### config.mk
export PLATFORM = sky130hd
export DESIGN_NAME = ldr_dma_channel
export DESIGN_NICKNAME = d
export VERILOG_FILES = /design/src/verilog/ldr_pkg.sv /design/src/verilog/ldr_lane_if.sv /design/src/verilog/ldr_endian.sv /design/src/verilog/ldr_dma_channel.sv
export VERILOG_INCLUDE_DIRS = /design/src /design/src/verilog
export SDC_FILE = /design/constraint.sdc
export NUM_CORES = 2
export LEC_CHECK = 0
export ABC_AREA = 1
export BUFFER_PORTS_ARGS = -buffer_cell sky130_fd_sc_hd__buf_2
export CORE_UTILIZATION = 25
export CTS_CLUSTER_SIZE = 8
export DETAILED_ROUTE_END_ITERATION = 16
export MAX_ROUTING_LAYER = met4
export PLACE_DENSITY = 0.36
export SLEW_MARGIN = 20
export SYNTH_ARGS = -nofsm -noshare
export SYNTH_HDL_FRONTEND = slang
export SYNTH_HIERARCHICAL = 1
export SYNTH_SLANG_ARGS = --single-unit
### constraint.sdc
create_clock -name clk -period 4.9 [get_ports clk]
set_input_delay 0.49 -clock clk [delete_from_list [all_inputs] [get_ports clk]]
set_output_delay 0.49 -clock clk [all_outputs]
set_load 0.01 [all_outputs]
### src/verilog/ldr_regs.svh
/*
  ldr_regs.svh: constants for the processor dma channel block (flag
  positions, fifo geometry, size codes, byte enables, reset values).
  assumes: included by bare name, definitions only.
*/
`ifndef LDR_REGS_SVH
`define LDR_REGS_SVH

// positions of the four channel status flags
`define LDR_FLAG_LBERR   0
`define LDR_FLAG_PCIERR  1
`define LDR_FLAG_RST     2
`define LDR_FLAG_DONE    3
`define LDR_NUM_FLAGS    4

// shared fifo: 256 bytes as 32-bit words
`define LDR_FIFO_BYTES   256
`define LDR_FIFO_DEPTH   64
// pci burst length in words (one cacheline)
`define LDR_CLINE_WORDS  4

// byte count width and per-transfer decrement
`define LDR_CNT_W        24
`define LDR_BYTES_WORD   24'h000004

// local transfer size codes and halfword offsets
`define LDR_SIZE_WORD    2'h0
`define LDR_SIZE_HALF    2'h2
`define LDR_OFS_FIRST    2'h0
`define LDR_OFS_SECOND   2'h2

// byte order select: 0 big-endian (reset value), 1 little-endian
`define LDR_ORDER_BIG    1'b0

// pci byte enables, active low: all four lanes
`define LDR_BE_ALL       4'h0

`endif

### src/verilog/ldr_pkg.sv
/*
  ldr_pkg: types used by the channel top (sequencer states, status flags).
  assumes: ldr_regs.svh supplies the numeric constants.
*/
package ldr_pkg;

  // channel sequencing states
  typedef enum logic [2:0] {
    ST_IDLE,
    ST_RUN,
    ST_HALT,
    ST_RST_DRAIN,
    ST_RST_FLUSH
  } ldr_state_t;

  // one bit per status source
  typedef logic [3:0] ldr_flags_t;

endpackage : ldr_pkg

### src/verilog/ldr_lane_if.sv
/*
  ldr_lane_if: carrier between the channel top and the lane packer.
  assumes: both ends on the same clock; all signals already synchronised.
*/
`timescale 1ns/1ns
interface ldr_lane_if;
  logic [31:0] local_data;     // local data bus sample
  logic [1:0]  local_size;     // transfer size code
  logic [1:0]  local_addr;     // byte offset of the transfer
  logic        little_endian;  // local byte order
  logic        half_valid;     // one local transfer accepted
  logic        word_valid;     // packed pci word ready (pulse)
  logic [31:0] word_data;      // packed pci word, B3 in [31:24]
  logic [31:0] pci_rd_word;    // pci word to unpack
  logic [31:0] local_rd_data;  // unpacked local read data

  modport top (
    output local_data, local_size, local_addr, little_endian, half_valid, pci_rd_word,
    input  word_valid, word_data, local_rd_data
  );
  modport packer (
    input  local_data, local_size, local_addr, little_endian, half_valid, pci_rd_word,
    output word_valid, word_data, local_rd_data
  );
endinterface : ldr_lane_if

### src/verilog/ldr_endian.sv
/*
  ldr_endian: byte lane translation and halfword packing between the
  local bus and pci words; also unpacks a pci read word for the local bus.
  assumes: half_valid is a one-cycle pulse; size and offset are legal codes.
*/
`timescale 1ns/1ns
`include "ldr_regs.svh"
module ldr_endian (
  input  wire logic  clk,
  input  wire logic  srst,
  ldr_lane_if.packer ln
);

  logic [15:0] first_q;      // held first halfword (upper local lanes)
  logic        word_valid_q; // packed word strobe
  logic [31:0] word_q;       // packed word

  // first/second halfword and word packing
  always_ff @(posedge clk)
  begin
    if (srst)
    begin
      first_q      <= 16'h0000;
      word_valid_q <= 1'b0;
      word_q       <= 32'h00000000;
    end
    else
    begin
      word_valid_q <= 1'b0;
      if (ln.half_valid)
      begin
        if (ln.local_size == `LDR_SIZE_HALF)
        begin
          if (ln.local_addr == `LDR_OFS_FIRST)
          begin
            // first halfword only held, no fifo entry yet
            first_q <= ln.local_data[31:16];
          end
          else if (ln.local_addr == `LDR_OFS_SECOND)
          begin
            word_valid_q <= 1'b1;
            if (ln.little_endian)
              word_q <= {first_q, ln.local_data[31:16]};
            else
              word_q <= {ln.local_data[23:16], ln.local_data[31:24],
                         first_q[7:0], first_q[15:8]};
          end
        end
        else if (ln.local_size == `LDR_SIZE_WORD)
        begin
          word_valid_q <= 1'b1;
          if (ln.little_endian)
            word_q <= ln.local_data;
          else
            word_q <= {ln.local_data[7:0], ln.local_data[15:8],
                       ln.local_data[23:16], ln.local_data[31:24]};
        end
      end
    end
  end

  // read unpack: second halfword of a pci word sits at offset 10
  always_comb
  begin
    ln.local_rd_data = 32'h00000000;
    if (ln.local_size == `LDR_SIZE_HALF)
    begin
      if (ln.little_endian)
        ln.local_rd_data = ln.local_addr[1] ? {ln.pci_rd_word[15:0], 16'h0000}
                                            : {ln.pci_rd_word[31:16], 16'h0000};
      else
        ln.local_rd_data = ln.local_addr[1]
          ? {ln.pci_rd_word[23:16], ln.pci_rd_word[31:24], 16'h0000}
          : {ln.pci_rd_word[7:0], ln.pci_rd_word[15:8], 16'h0000};
    end
    else if (ln.little_endian)
      ln.local_rd_data = ln.pci_rd_word;
    else
      ln.local_rd_data = {ln.pci_rd_word[7:0], ln.pci_rd_word[15:8],
                          ln.pci_rd_word[23:16], ln.pci_rd_word[31:24]};
  end

  assign ln.word_valid = word_valid_q;
  assign ln.word_data  = word_q;

endmodule : ldr_endian

### src/verilog/ldr_dma_channel.sv
/*
  ldr_dma_channel: processor dma channel core. local transfers fill the
  shared fifo, words burst out to a pci master, with error halt, channel
  reset sequencing, status flags and interrupt routing.
  assumes: software-side controls are one-cycle pulses on clk; local pins
  are asynchronous; the pci master side is logic on clk.
*/
// Behaviour
// - four sticky status flags, write one clears
// - per source enable, direction and pending bits
// - error halt never resumes; reset needed first
// - channel errors never touch slave channel
// - reset request ignored while channel inactive
// - reset first drops the dma request
// - reset ends writes at cacheline, reads immediately
// - fifo flushed only after frame released
// - reset ends: active clear, reset flag set
// - reset keeps address, count, other fields
// - pci little-endian; local order selectable, big default
// - big swaps lanes, little keeps lanes
// - byte order setting goes to every channel
// - halfword pairs pack into one fifo word
// - little halfwords: B3 B2 then B1 B0
// - big halfwords: B0 B1 then B2 B3
// - little words pass straight across
// - big words reverse all four lanes
// - one shared fifo, never both channels
// - other channel: direct or linked-list mode
// - command packets cannot start this channel
// - count drops four per word, done at zero
// - request data until fifo full
`timescale 1ns/1ns
`include "ldr_regs.svh"
module ldr_dma_channel #(
  parameter int DEPTH = `LDR_FIFO_DEPTH,   // fifo words
  parameter int CLINE = `LDR_CLINE_WORDS   // words per pci burst
) (
  input  wire logic        clk,
  input  wire logic        srst,
  input  wire logic        cfg_load,                  // load address and count
  input  wire logic [31:0] cfg_pci_addr,              // new pci address
  input  wire logic [23:0] cfg_byte_count,            // new byte count
  input  wire logic        go_pulse,                  // start request
  input  wire logic        go_from_packet,            // start came from a command packet
  input  wire logic        other_channel_busy,        // register-programmed channel busy
  input  wire logic        channel_reset_request,     // write of one to reset request
  input  wire logic        status_clear,              // status write strobe
  input  wire logic [3:0]  status_clear_mask,         // ones clear flags
  input  wire logic [3:0]  irq_enable,                // local,pci,reset,done enables
  input  wire logic [3:0]  irq_direction,             // 1 routes to pci side
  input  wire logic        local_byte_order_select,   // 1 little-endian
  input  wire logic        pci_read_mode,             // pci side is reading
  input  wire logic        dma_acknowledge_in_n,      // local ack pin
  input  wire logic [31:0] local_data_in,             // local data pins
  input  wire logic [1:0]  local_transfer_size,       // local size pins
  input  wire logic [1:0]  local_addr_in,             // local address low bits
  input  wire logic        local_bus_error_in,        // local bus error pin
  input  wire logic        pci_word_taken,            // pci master used the word
  input  wire logic        pci_error,                 // pci error on this channel
  input  wire logic        pci_rd_valid,              // pci read word arrives
  input  wire logic [31:0] pci_rd_data,               // pci read word
  output logic             dma_request_out_n,         // local request, active low
  output logic             pci_frame_n,               // burst frame, active low
  output logic             pci_word_valid,            // word offered
  output logic [31:0]      pci_data,                  // word to pci
  output logic [3:0]       pci_byte_en_n,             // pci byte enables
  output logic [31:0]      pci_address_register,      // running pci address
  output logic [23:0]      byte_count_register,       // remaining bytes
  output logic [3:0]       channel_flags,             // local,pci,reset,done
  output logic             channel_active_flag,       // transfer in progress
  output logic [3:0]       irq_pending,               // enabled pending sources
  output logic             irq_pci,                   // interrupt to pci side
  output logic             irq_local,                 // interrupt to local side
  output logic             local_byte_order,          // order for all channels
  output logic [31:0]      local_rd_data              // unpacked read data
);

  localparam int PW = $clog2(DEPTH);

  ldr_pkg::ldr_state_t state_q;          // channel sequencer
  ldr_pkg::ldr_flags_t flags_q;          // sticky status
  ldr_pkg::ldr_flags_t flag_set;         // hardware events this cycle
  logic [31:0]         mem [DEPTH];      // shared fifo storage
  logic [PW-1:0]       wr_ptr_q;         // fifo write pointer
  logic [PW-1:0]       rd_ptr_q;         // fifo read pointer
  logic [PW:0]         fill_q;           // fifo word count
  logic                ack_s1_q;         // ack sync stage one
  logic                ack_s2_q;         // ack sync stage two
  logic                ack_prev_q;       // for falling edge
  logic                err_s1_q;         // local error sync one
  logic                err_s2_q;         // local error sync two
  logic [35:0]         bus_s1_q;         // data, size, addr sync one
  logic [35:0]         bus_s2_q;         // data, size, addr sync two
  logic                dma_request_out_n_q;         // request pin register
  logic                frame_n_q;        // frame register
  logic                wvalid_q;         // word offered
  logic [31:0]         pdata_q;          // word to pci
  logic [31:0]         paddr_q;          // pci address
  logic [23:0]         count_q;          // remaining bytes
  logic                active_q;         // channel active
  logic [3:0]          pend_q;           // pending interrupts
  logic                irq_pci_q;        // pci side interrupt
  logic                irq_loc_q;        // local side interrupt
  logic                order_q;          // byte order out
  logic [31:0]         rd_word_q;        // last pci read word
  logic [31:0]         rd_out_q;         // unpacked read data
  logic [PW:0]         burst_q;          // words in this burst
  logic                fifo_full;
  logic                take;             // word consumed this cycle
  logic                push;             // packed word enters fifo
  logic                accept;           // local transfer accepted
  logic                burst_end;        // cacheline boundary or the last fifo word taken
  logic                start_ok;         // go accepted

  ldr_lane_if ln ();

  // local pins pass two flops before any use
  always_ff @(posedge clk)
  begin
    if (srst)
    begin
      ack_s1_q   <= 1'b1;
      ack_s2_q   <= 1'b1;
      ack_prev_q <= 1'b1;
      err_s1_q   <= 1'b0;
      err_s2_q   <= 1'b0;
      bus_s1_q   <= 36'h000000000;
      bus_s2_q   <= 36'h000000000;
    end
    else
    begin
      ack_s1_q   <= dma_acknowledge_in_n;
      ack_s2_q   <= ack_s1_q;
      ack_prev_q <= ack_s2_q;
      err_s1_q   <= local_bus_error_in;
      err_s2_q   <= err_s1_q;
      bus_s1_q   <= {local_data_in, local_transfer_size, local_addr_in};
      bus_s2_q   <= bus_s1_q;
    end
  end

  // data passes the same two stages as ack, so they stay aligned
  assign fifo_full = (fill_q == (PW+1)'(DEPTH));
  assign accept    = ack_prev_q && !ack_s2_q && state_q == ldr_pkg::ST_RUN && !fifo_full;
  assign push      = ln.word_valid && state_q == ldr_pkg::ST_RUN && !fifo_full;
  assign take      = pci_word_taken && wvalid_q;
  assign burst_end = take && (burst_q == (PW+1)'(CLINE - 1) || fill_q == (PW+1)'(1));
  assign start_ok  = go_pulse && !go_from_packet && !other_channel_busy;

  assign ln.local_data    = bus_s2_q[35:4];
  assign ln.local_size    = bus_s2_q[3:2];
  assign ln.local_addr    = bus_s2_q[1:0];
  assign ln.little_endian = order_q;
  assign ln.half_valid    = accept;
  assign ln.pci_rd_word   = rd_word_q;

  ldr_endian u_endian (
    .clk  (clk),
    .srst (srst),
    .ln   (ln)
  );

  // hardware events feeding the sticky flags
  always_comb
  begin
    flag_set = 4'h0;
    flag_set[`LDR_FLAG_LBERR]  = err_s2_q && state_q == ldr_pkg::ST_RUN;
    flag_set[`LDR_FLAG_PCIERR] = pci_error && state_q == ldr_pkg::ST_RUN;
    flag_set[`LDR_FLAG_RST]    = state_q == ldr_pkg::ST_RST_FLUSH;
    flag_set[`LDR_FLAG_DONE]   = take && count_q == `LDR_BYTES_WORD;
  end

  // sticky flags: a set in the same cycle as its clear wins
  always_ff @(posedge clk)
  begin
    if (srst)
      flags_q <= 4'h0;
    else if (status_clear)
      flags_q <= (flags_q & ~status_clear_mask) | flag_set;
    else
      flags_q <= flags_q | flag_set;
  end

  // channel sequencer
  always_ff @(posedge clk)
  begin
    if (srst)
    begin
      state_q  <= ldr_pkg::ST_IDLE;
      active_q <= 1'b0;
    end
    else
    begin
      case (state_q)
        ldr_pkg::ST_IDLE:
        begin
          if (start_ok && count_q != 24'h000000)
          begin
            state_q  <= ldr_pkg::ST_RUN;
            active_q <= 1'b1;
          end
        end
        ldr_pkg::ST_RUN:
        begin
          if (channel_reset_request)
            state_q <= ldr_pkg::ST_RST_DRAIN;
          else if (flag_set[`LDR_FLAG_LBERR] || flag_set[`LDR_FLAG_PCIERR])
            state_q <= ldr_pkg::ST_HALT;
          else if (flag_set[`LDR_FLAG_DONE])
          begin
            state_q  <= ldr_pkg::ST_IDLE;
            active_q <= 1'b0;
          end
        end
        ldr_pkg::ST_HALT:
        begin
          // clearing an error flag does not resume the transfer
          if (channel_reset_request)
            state_q <= ldr_pkg::ST_RST_DRAIN;
        end
        ldr_pkg::ST_RST_DRAIN:
        begin
          if (frame_n_q || pci_read_mode || burst_end)
            state_q <= ldr_pkg::ST_RST_FLUSH;
        end
        ldr_pkg::ST_RST_FLUSH:
        begin
          state_q  <= ldr_pkg::ST_IDLE;
          active_q <= 1'b0;
        end
        default:
          state_q <= ldr_pkg::ST_IDLE;
      endcase
    end
  end

  // local request: asserted while running with room; reset request while
  // idle never reaches here, so it leaves the pin alone
  always_ff @(posedge clk)
  begin
    if (srst)
      dma_request_out_n_q <= 1'b1;
    else if (state_q == ldr_pkg::ST_RUN && !channel_reset_request && !fifo_full
             && !flag_set[`LDR_FLAG_LBERR] && !flag_set[`LDR_FLAG_PCIERR]
             && !flag_set[`LDR_FLAG_DONE])
      dma_request_out_n_q <= 1'b0;
    else
      dma_request_out_n_q <= 1'b1;
  end

  // fifo storage; writes only, no reset needed for the array
  always_ff @(posedge clk)
  begin
    if (push)
      mem[wr_ptr_q] <= ln.word_data;
  end

  // fifo pointers; flush only once frame is released
  always_ff @(posedge clk)
  begin
    if (srst || state_q == ldr_pkg::ST_RST_FLUSH)
    begin
      wr_ptr_q <= '0;
      rd_ptr_q <= '0;
      fill_q   <= '0;
    end
    else
    begin
      if (push)
        wr_ptr_q <= wr_ptr_q + 1'b1;
      if (take)
        rd_ptr_q <= rd_ptr_q + 1'b1;
      fill_q <= fill_q + (PW+1)'(push) - (PW+1)'(take);
    end
  end

  // pci burst framing: a cacheline or the tail of the count
  always_ff @(posedge clk)
  begin
    if (srst)
    begin
      frame_n_q <= 1'b1;
      burst_q   <= '0;
    end
    else if (!frame_n_q)
    begin
      if (state_q == ldr_pkg::ST_HALT || flag_set[`LDR_FLAG_PCIERR]
          || (state_q == ldr_pkg::ST_RST_DRAIN && pci_read_mode))
        frame_n_q <= 1'b1;
      else if (burst_end)
        frame_n_q <= 1'b1;
      if (take)
        burst_q <= burst_q + 1'b1;
    end
    else if (state_q == ldr_pkg::ST_RUN && !channel_reset_request && fill_q != '0
             && (fill_q >= (PW+1)'(CLINE) || {2'b00, fill_q, 2'b00} >= count_q))
    begin
      frame_n_q <= 1'b0;
      burst_q   <= '0;
    end
  end

  // word offer: drops a cycle after each take so data can refresh
  always_ff @(posedge clk)
  begin
    if (srst)
    begin
      wvalid_q <= 1'b0;
      pdata_q  <= 32'h00000000;
    end
    else
    begin
      pdata_q <= mem[rd_ptr_q];
      if (take || burst_end)
        wvalid_q <= 1'b0;
      else
        wvalid_q <= !frame_n_q && fill_q != '0 && state_q != ldr_pkg::ST_HALT
                    && state_q != ldr_pkg::ST_RST_FLUSH;
    end
  end

  // address and count: only loads and transfers move them
  always_ff @(posedge clk)
  begin
    if (srst)
    begin
      paddr_q <= 32'h00000000;
      count_q <= 24'h000000;
    end
    else if (cfg_load && !active_q)
    begin
      paddr_q <= cfg_pci_addr;
      count_q <= cfg_byte_count;
    end
    else if (take)
    begin
      // address wraps at the 24-bit boundary
      paddr_q <= {paddr_q[31:24], paddr_q[23:0] + `LDR_BYTES_WORD};
      count_q <= count_q - `LDR_BYTES_WORD;
    end
  end

  // interrupt pending and routing; errors stay inside this channel
  always_ff @(posedge clk)
  begin
    if (srst)
    begin
      pend_q    <= 4'h0;
      irq_pci_q <= 1'b0;
      irq_loc_q <= 1'b0;
    end
    else
    begin
      pend_q    <= flags_q & irq_enable;
      irq_pci_q <= |(flags_q & irq_enable & irq_direction);
      irq_loc_q <= |(flags_q & irq_enable & ~irq_direction);
    end
  end

  // byte order broadcast and read unpack
  always_ff @(posedge clk)
  begin
    if (srst)
    begin
      order_q   <= `LDR_ORDER_BIG;
      rd_word_q <= 32'h00000000;
      rd_out_q  <= 32'h00000000;
    end
    else
    begin
      order_q  <= local_byte_order_select;
      rd_out_q <= ln.local_rd_data;
      if (pci_rd_valid)
        rd_word_q <= pci_rd_data;
    end
  end

  assign dma_request_out_n    = dma_request_out_n_q;
  assign pci_frame_n          = frame_n_q;
  assign pci_word_valid       = wvalid_q;
  assign pci_data             = pdata_q;
  assign pci_byte_en_n        = `LDR_BE_ALL;
  assign pci_address_register = paddr_q;
  assign byte_count_register  = count_q;
  assign channel_flags        = flags_q;
  assign channel_active_flag  = active_q;
  assign irq_pending          = pend_q;
  assign irq_pci              = irq_pci_q;
  assign irq_local            = irq_loc_q;
  assign local_byte_order     = order_q;
  assign local_rd_data        = rd_out_q;
endmodule : ldr_dma_channel

# Word level (Yosys, flattened, before mapping)
# Memory sizes are Yosys's and may differ from the RTL's. A register that Yosys moved wholly into a read port is not among the register bits.
# Index checks and enable logic that the tools add are counted.
[totals] reg_bits=290 latchBits=0 ramBits=2048 rom_bits=0 input_bits=151 output_inout_bits=139 wordCells=174 memories=1
[op_classes] n_addsub=7 multipliers=0 div_mod_pow=0 magnitude_cmp=2 n_eq_ne=22 shifts=0 n_mux=42 bitwise_logic=9 n_reduce_logical=62
[memory_table] name="mem" words=64 width=32 rd=1 rd_ports_with_merged_regs=1 wr=1 line_no="ldr_dma_channel.sv:83" source="logic [31:0] mem [DEPTH];"
[op_table] op="32-bit 2-to-1 mux" n=12
[op_table] op="24-bit 2-to-1 mux" n=3
[op_table] op="1-bit logical AND" n=25
[op_table] op="24-bit by 3-bit adder with 24-bit output, second input constant" n=1
[op_table] op="24-bit by 3-bit equality test with 1-bit output, second input constant" n=1
[op_table] op="9-bit by 24-bit >= comparator with 1-bit output" n=1
[op_table] op="24-bit nonzero test" n=1
[op_table] op="24-bit by 3-bit subtractor with 24-bit output, second input constant" n=1
[op_table] op="7-bit 2-to-1 mux" n=3
[op_table] op="3-bit 2-to-1 mux" n=6
[op_table] op="4-bit bitwise AND" n=4
[op_table] op="2-bit != test, second input constant" n=8
[op_table] op="1-bit 2-to-1 mux" n=15
[op_table] op="6-bit by 1-bit adder with 6-bit output, second input constant" n=2
[op_table] op="3-bit case mux with 4 select lines" n=1
[op_table] op="1-bit logical NOT" n=10
[op_table] op="1-bit logical OR" n=9
[op_table] op="4-bit inverter" n=2
[op_table] op="4-bit OR" n=2
[op_table] op="4-bit AND reduction" n=2
[op_table] op="4-bit OR reduction" n=2
[op_table] op="7-bit by 1-bit adder with 7-bit output" n=1
[op_table] op="7-bit by 1-bit adder with 7-bit output, second input constant" n=1
[op_table] op="7-bit by 1-bit equality test with 1-bit output, second input constant" n=1
[op_table] op="other kinds (24)" n=30

# Longest topological paths before layout
[logic_depth] word_depth=7 ltp_mapped=16 mapped_depth_nobuf=16

# Hierarchy
# Netlist, hierarchy kept.
[modules_own_cells] mod="ldr_dma_channel" n_inst=1 cells_per_inst=8056 area_per_inst_um2=92500.0 seq_area_each_um2=66964.2
[modules_own_cells] mod="ldr_endian" n_inst=1 cells_per_inst=683 area_per_inst_um2=3599.7 seq_area_each_um2=980.9

# Worst setup path after synthesis
# OpenSTA, ideal clock, no wires.
[synth_timing] path_type="reg-to-reg" startpoint="register state_q[2]" endpoint="memory mem[63][0], enable pin" setup_time_ns=0.464 arrival_time_ns=3.460 required_time_ns=4.436 slack_ns=0.977 stages_incl_launch_ff=9 path_buffers=1 period_less_slack_ns=3.923 cell_sequence="dfxtp_1 > inv_1 > nand3_1 > inv_1 > nand2_1 > nor2_1 > buf_4 > nand2_1 > nor3_1"
[synth_between] elab_chain_len=5
[synth_rtl] element="start: declaration" line_no="ldr_dma_channel.sv:80" source="ldr_pkg::ldr_state_t state_q;"
[synth_rtl] element="start signal: assignment" line_no="ldr_dma_channel.sv:189" source="state_q <= ldr_pkg::ST_IDLE;"
[synth_rtl] element="start signal: assignment" line_no="ldr_dma_channel.sv:199" source="state_q <= ldr_pkg::ST_RUN;"
[synth_rtl] element="start signal: assignment" line_no="ldr_dma_channel.sv:206" source="state_q <= ldr_pkg::ST_RST_DRAIN;"
[synth_rtl] element="3-bit by 1-bit equality test with 1-bit output" line_no="ldr_dma_channel.sv:145" source="assign push = ln.word_valid && state_q == ldr_pkg::ST_RUN && !fifo_full;"
[synth_rtl] element="1-bit logical AND (2 in a row)" line_no="ldr_dma_channel.sv:145"
[synth_rtl] element="1-bit 2-to-1 mux" line_no="ldr_dma_channel.sv:254" source="if (push)"
[synth_rtl] element="1-bit 2-to-1 mux (not written as such)" line_no="ldr_dma_channel.sv:255" source="mem[wr_ptr_q] <= ln.word_data;"
[synth_rtl] element="end: declaration" line_no="ldr_dma_channel.sv:83"
# No other way between the ends.

==> key figures <==
Run status
  • Status: completed

Job
  • Total of max-cap violations: 0

Yosys
  • Yosys cell types: 47
  • Share of the synthesized area in the top cell type: 0.640
  • FFs w/ async S/R, synth: 0
  • Post-Syn Area: roughly 96000 um^2
  • Syn Area/Cell: 11.0 um^2
  • Synthesized netlist cell count: ~8700
  • Synthesized flop and latch total: 2370
  • Yosys top cell by area: edfxtp_1
  • YS warnings: 6
  • Post-synthesis sequential area ratio: 0.707
  • Top post-synthesis cells by area: edfxtp_1, nor2_1, dfxtp_1
  • Synth Flop Type: edfxtp_1
  • Post-synth EDFFs: 2048

GRT
  • Wire length of the first global-routing pass: 493000 um
  • Largest net degree at the start of global routing: 149
  • All-layer global routing usage: 0.180
  • Initial antenna violation count: 43
  • Number of global-route vias before repair: 65700
  • Grt total ovfl: 0

Drt
  • Met2 wire len: around 160000 um
  • Via count: 66400
  • DR pass1 iterations: 6
  • ANT nets after route: 0
  • Top Metal Used: met4
  • Via density: 4.61
  • WL/cell: 24.1 um
  • DRT iter0 DRCs: 5185
  • DR WL met3: 17100 um
  • Post-Route M1 WL: 157000 um
  • Total length of routed wires: 347000 um
  • DRC viols: 0

Hold path
  • Hold path start: cfg_byte_count[17]
  • Hold Path Sink: byte_count_register[17]
  • Hold Crit Class: input pin to flip-flop
  • Hold path cells: 5

Pwr
  • Switch Pwr: 10.2 mW
  • Net Sw Frac: 0.224
  • Sequential share of power: 0.492
  • Clock network fraction of total power: 0.466
  • Max VDD drop: 268 uV
  • Power per cell area: 399 nW/um^2
  • Leakage Power: 42.3 nW
  • Int Pwr: about 36 mW
  • Combinational Power Share: 0.042

STA
  • Final hold vios: 0
  • Tcrit/Tclk final: 0.749
  • # setup viols final: 0
  • Final Slew Violations: 0
  • Worst setup margin: approximately 1.2 ns
  • Max Fclk: 273 MHz
  • Setup TNS: 0 ns
  • Clock Skews: just under 0.05 ns
  • Final Critical Period: 3.67 ns
  • Worst rel slew slack: 0.267
  • RSZ-0062 raised after global routing: false
  • Worst-Margin Slew: roughly 1.1 ns

Critical path
  • Setup slack, reg-to-reg: roughly 1.2 ns
  • Crit path capture type: flip-flop
  • CP max FO: 108
  • Capture point of the worst reg-to-reg path: pci_data[4]
  • FF-to-FF Start: rd_ptr_q[0]
  • Worst EP required: 5.61 ns
  • CP startpoint kind: flip-flop
  • Critical path arrival: 4.38 ns
  • Worst r2r path cells: 10
  • Setup CP Type: flip-flop to flip-flop

Clocking
  • CTS Sinks: about 2400
  • CTS root buf: clkbuf_16
  • CTS tree: yes
  • Clk_lat worst skew: between 0.8 and 0.9 ns
  • Setup Buffers After CTS: 0
  • CTS Buf Count: 339
  • Clk pin slew, worst setup/hold paths: around 0.050 ns
  • CTS Buffer Depth: 4
  • Htree depth: 5

Place
  • Port bufs: 285
  • Placed wire-length estimate: roughly 200000 um
  • Dpl ws: 1.19 ns
  • Gpl congestion: 0.843

Floorplan
  • Die height: a little over 600 um
  • Die area: 387000 um^2
  • Total core area: 383000 um^2
  • Die Width: 622 um
  • Initial Util: 0.251
  • Row cnt: 227
  • I/O pin count: 290

Cells and area
  • Share of layout cells above drive strength 1: 0.109
  • Nets@finish: 9378
  • Fillers: 39200
  • Area Overhead vs Synth: 19.4%
  • Commonest cells after routing, fill and taps aside: edfxtp_1, nor2_1, nand2_1
  • Most common cell after layout, fill and taps aside: edfxtp_1
stage by stage:
stage           util  hold WS (ns)  cells  power [mW]  instance area, um^2
2_1_floorplan      -         0.388   8742        23.8                96100
3_3_place_gp   0.272         0.401  13800        24.8               104000
3_5_place_dp   0.272         0.392  13800        24.8               104000
4_1_cts        0.300       0.00129  14400        46.4               115000
5_1_grt        0.300        0.0282  14400        47.3               115000
6_report       0.300        0.0841  14400        45.8               115000
registers in the layout, summed over array words and instances, names as in the netlist, 32 cells and up:
name,count
bus_s2_q,36
pci_address_register,32
pci_data,32
ln.pci_rd_word,32
u_endian/ln.word_data,32
bus_s1_q,36
mem,2048
local_rd_data,32
power by group through the flow:
stage | clock network [mW] | registers (mW) | logic (mW)
after detailed placement | 0 | 22.9 | 1.85
after floorplan | 0 | 22.9 | 0.879
final | 21.3 | 22.5 | 1.91
after global placement | 0 | 22.9 | 1.85
after global routing | 22.7 | 22.5 | 2.13
after CTS | 22.0 | 22.5 | 1.94
synthesized netlist by cell type (2+ instances only):
cell	instances
a31oi_1	12
nor4_1	3
nor3_1	29
a311oi_1	3
nand2_1	1300
o21bai_1	6
nor2_1	2049
o211ai_1	244
nand4_1	14
edfxtp_1	2048
o21ai_1	46
buf_8	3
buf_1	52
clkbuf_2	2
a211oi_1	2
inv_1	322
buf_4	21
o311ai_0	2
xnor2_1	2
a21o_1	2
ha_1	25
o21ai_0	1027
a21oi_1	258
o21a_1	3
nand3b_1	4
buf_2	138
clkinv_1	2
buf_6	32
nand3_1	442
xor2_1	5
inv_2	8
dfxtp_1	322
clkbuf_1	284
o22ai_1	4
nor3b_1	2
or2_2	10
timing repair:
action / 4_1_cts / 5_1_grt
gates resized for setup: 0 / 0
endpoints found under the hold margin: 124 / 0
hold buffers: 127 / 0
worst max path at each step:
stage | start | depth (start not counted) | slack (ns) | to
final | rd_ptr_q[0] | 10 | 1.23 | pci_data[4]
after global routing | rd_ptr_q[0] | 10 | 1.12 | pci_data[4]
after CTS | rd_ptr_q[0] | 10 | 1.20 | pci_data[4]
after detailed placement | rd_ptr_q[0] | 10 | 1.19 | pci_data[4]
after global placement | rd_ptr_q[0] | 10 | 1.17 | pci_data[4]
after floorplan | state_q[2] | 8 | 0.98 | mem[63][0]
cells by family after synthesis:
kind of cell	Yosys count	synth area share
compound gates	1613	0.0912
xor+xnor	7	0.000638
fa+ha+maj	26	0.00346
buf+inv	865	0.0395
flops	2370	0.707
other cells	1	0.0000390
simple gates	3857	0.158
critical path: stages (launching register included):
cell     delay [ns]
dfxtp_4        0.49
inv_8          0.71
buf_4          0.64
o21ai_0        0.20
nand2_1        0.16
nand2_1        0.08
nand2_1        0.10
nor2_1         0.05
nand2_1        0.17
nand3_1        0.38
a21oi_1        0.49
layout make-up:
type                       instances  area, um^2  share of cell area
multi-input combinational       5507       24900               0.217
timing repair buffer             651        4940              0.0430
clock inverter                    10        91.3            0.000796
antenna                           21        52.6            0.000458
clock buffer                     479        9200              0.0802
sequential                      2370       68000               0.593
tap                             5038        6300              0.0549
inverter                         332        1270              0.0111
routing by layer:
layer	up-vias	global-route usage
met4	0	0.0414
met1	33100	0.239
li1	31100	-
met3	445	0.0229
met2	1735	0.292
met5	-	-
(Power assumes the default switching activity.)
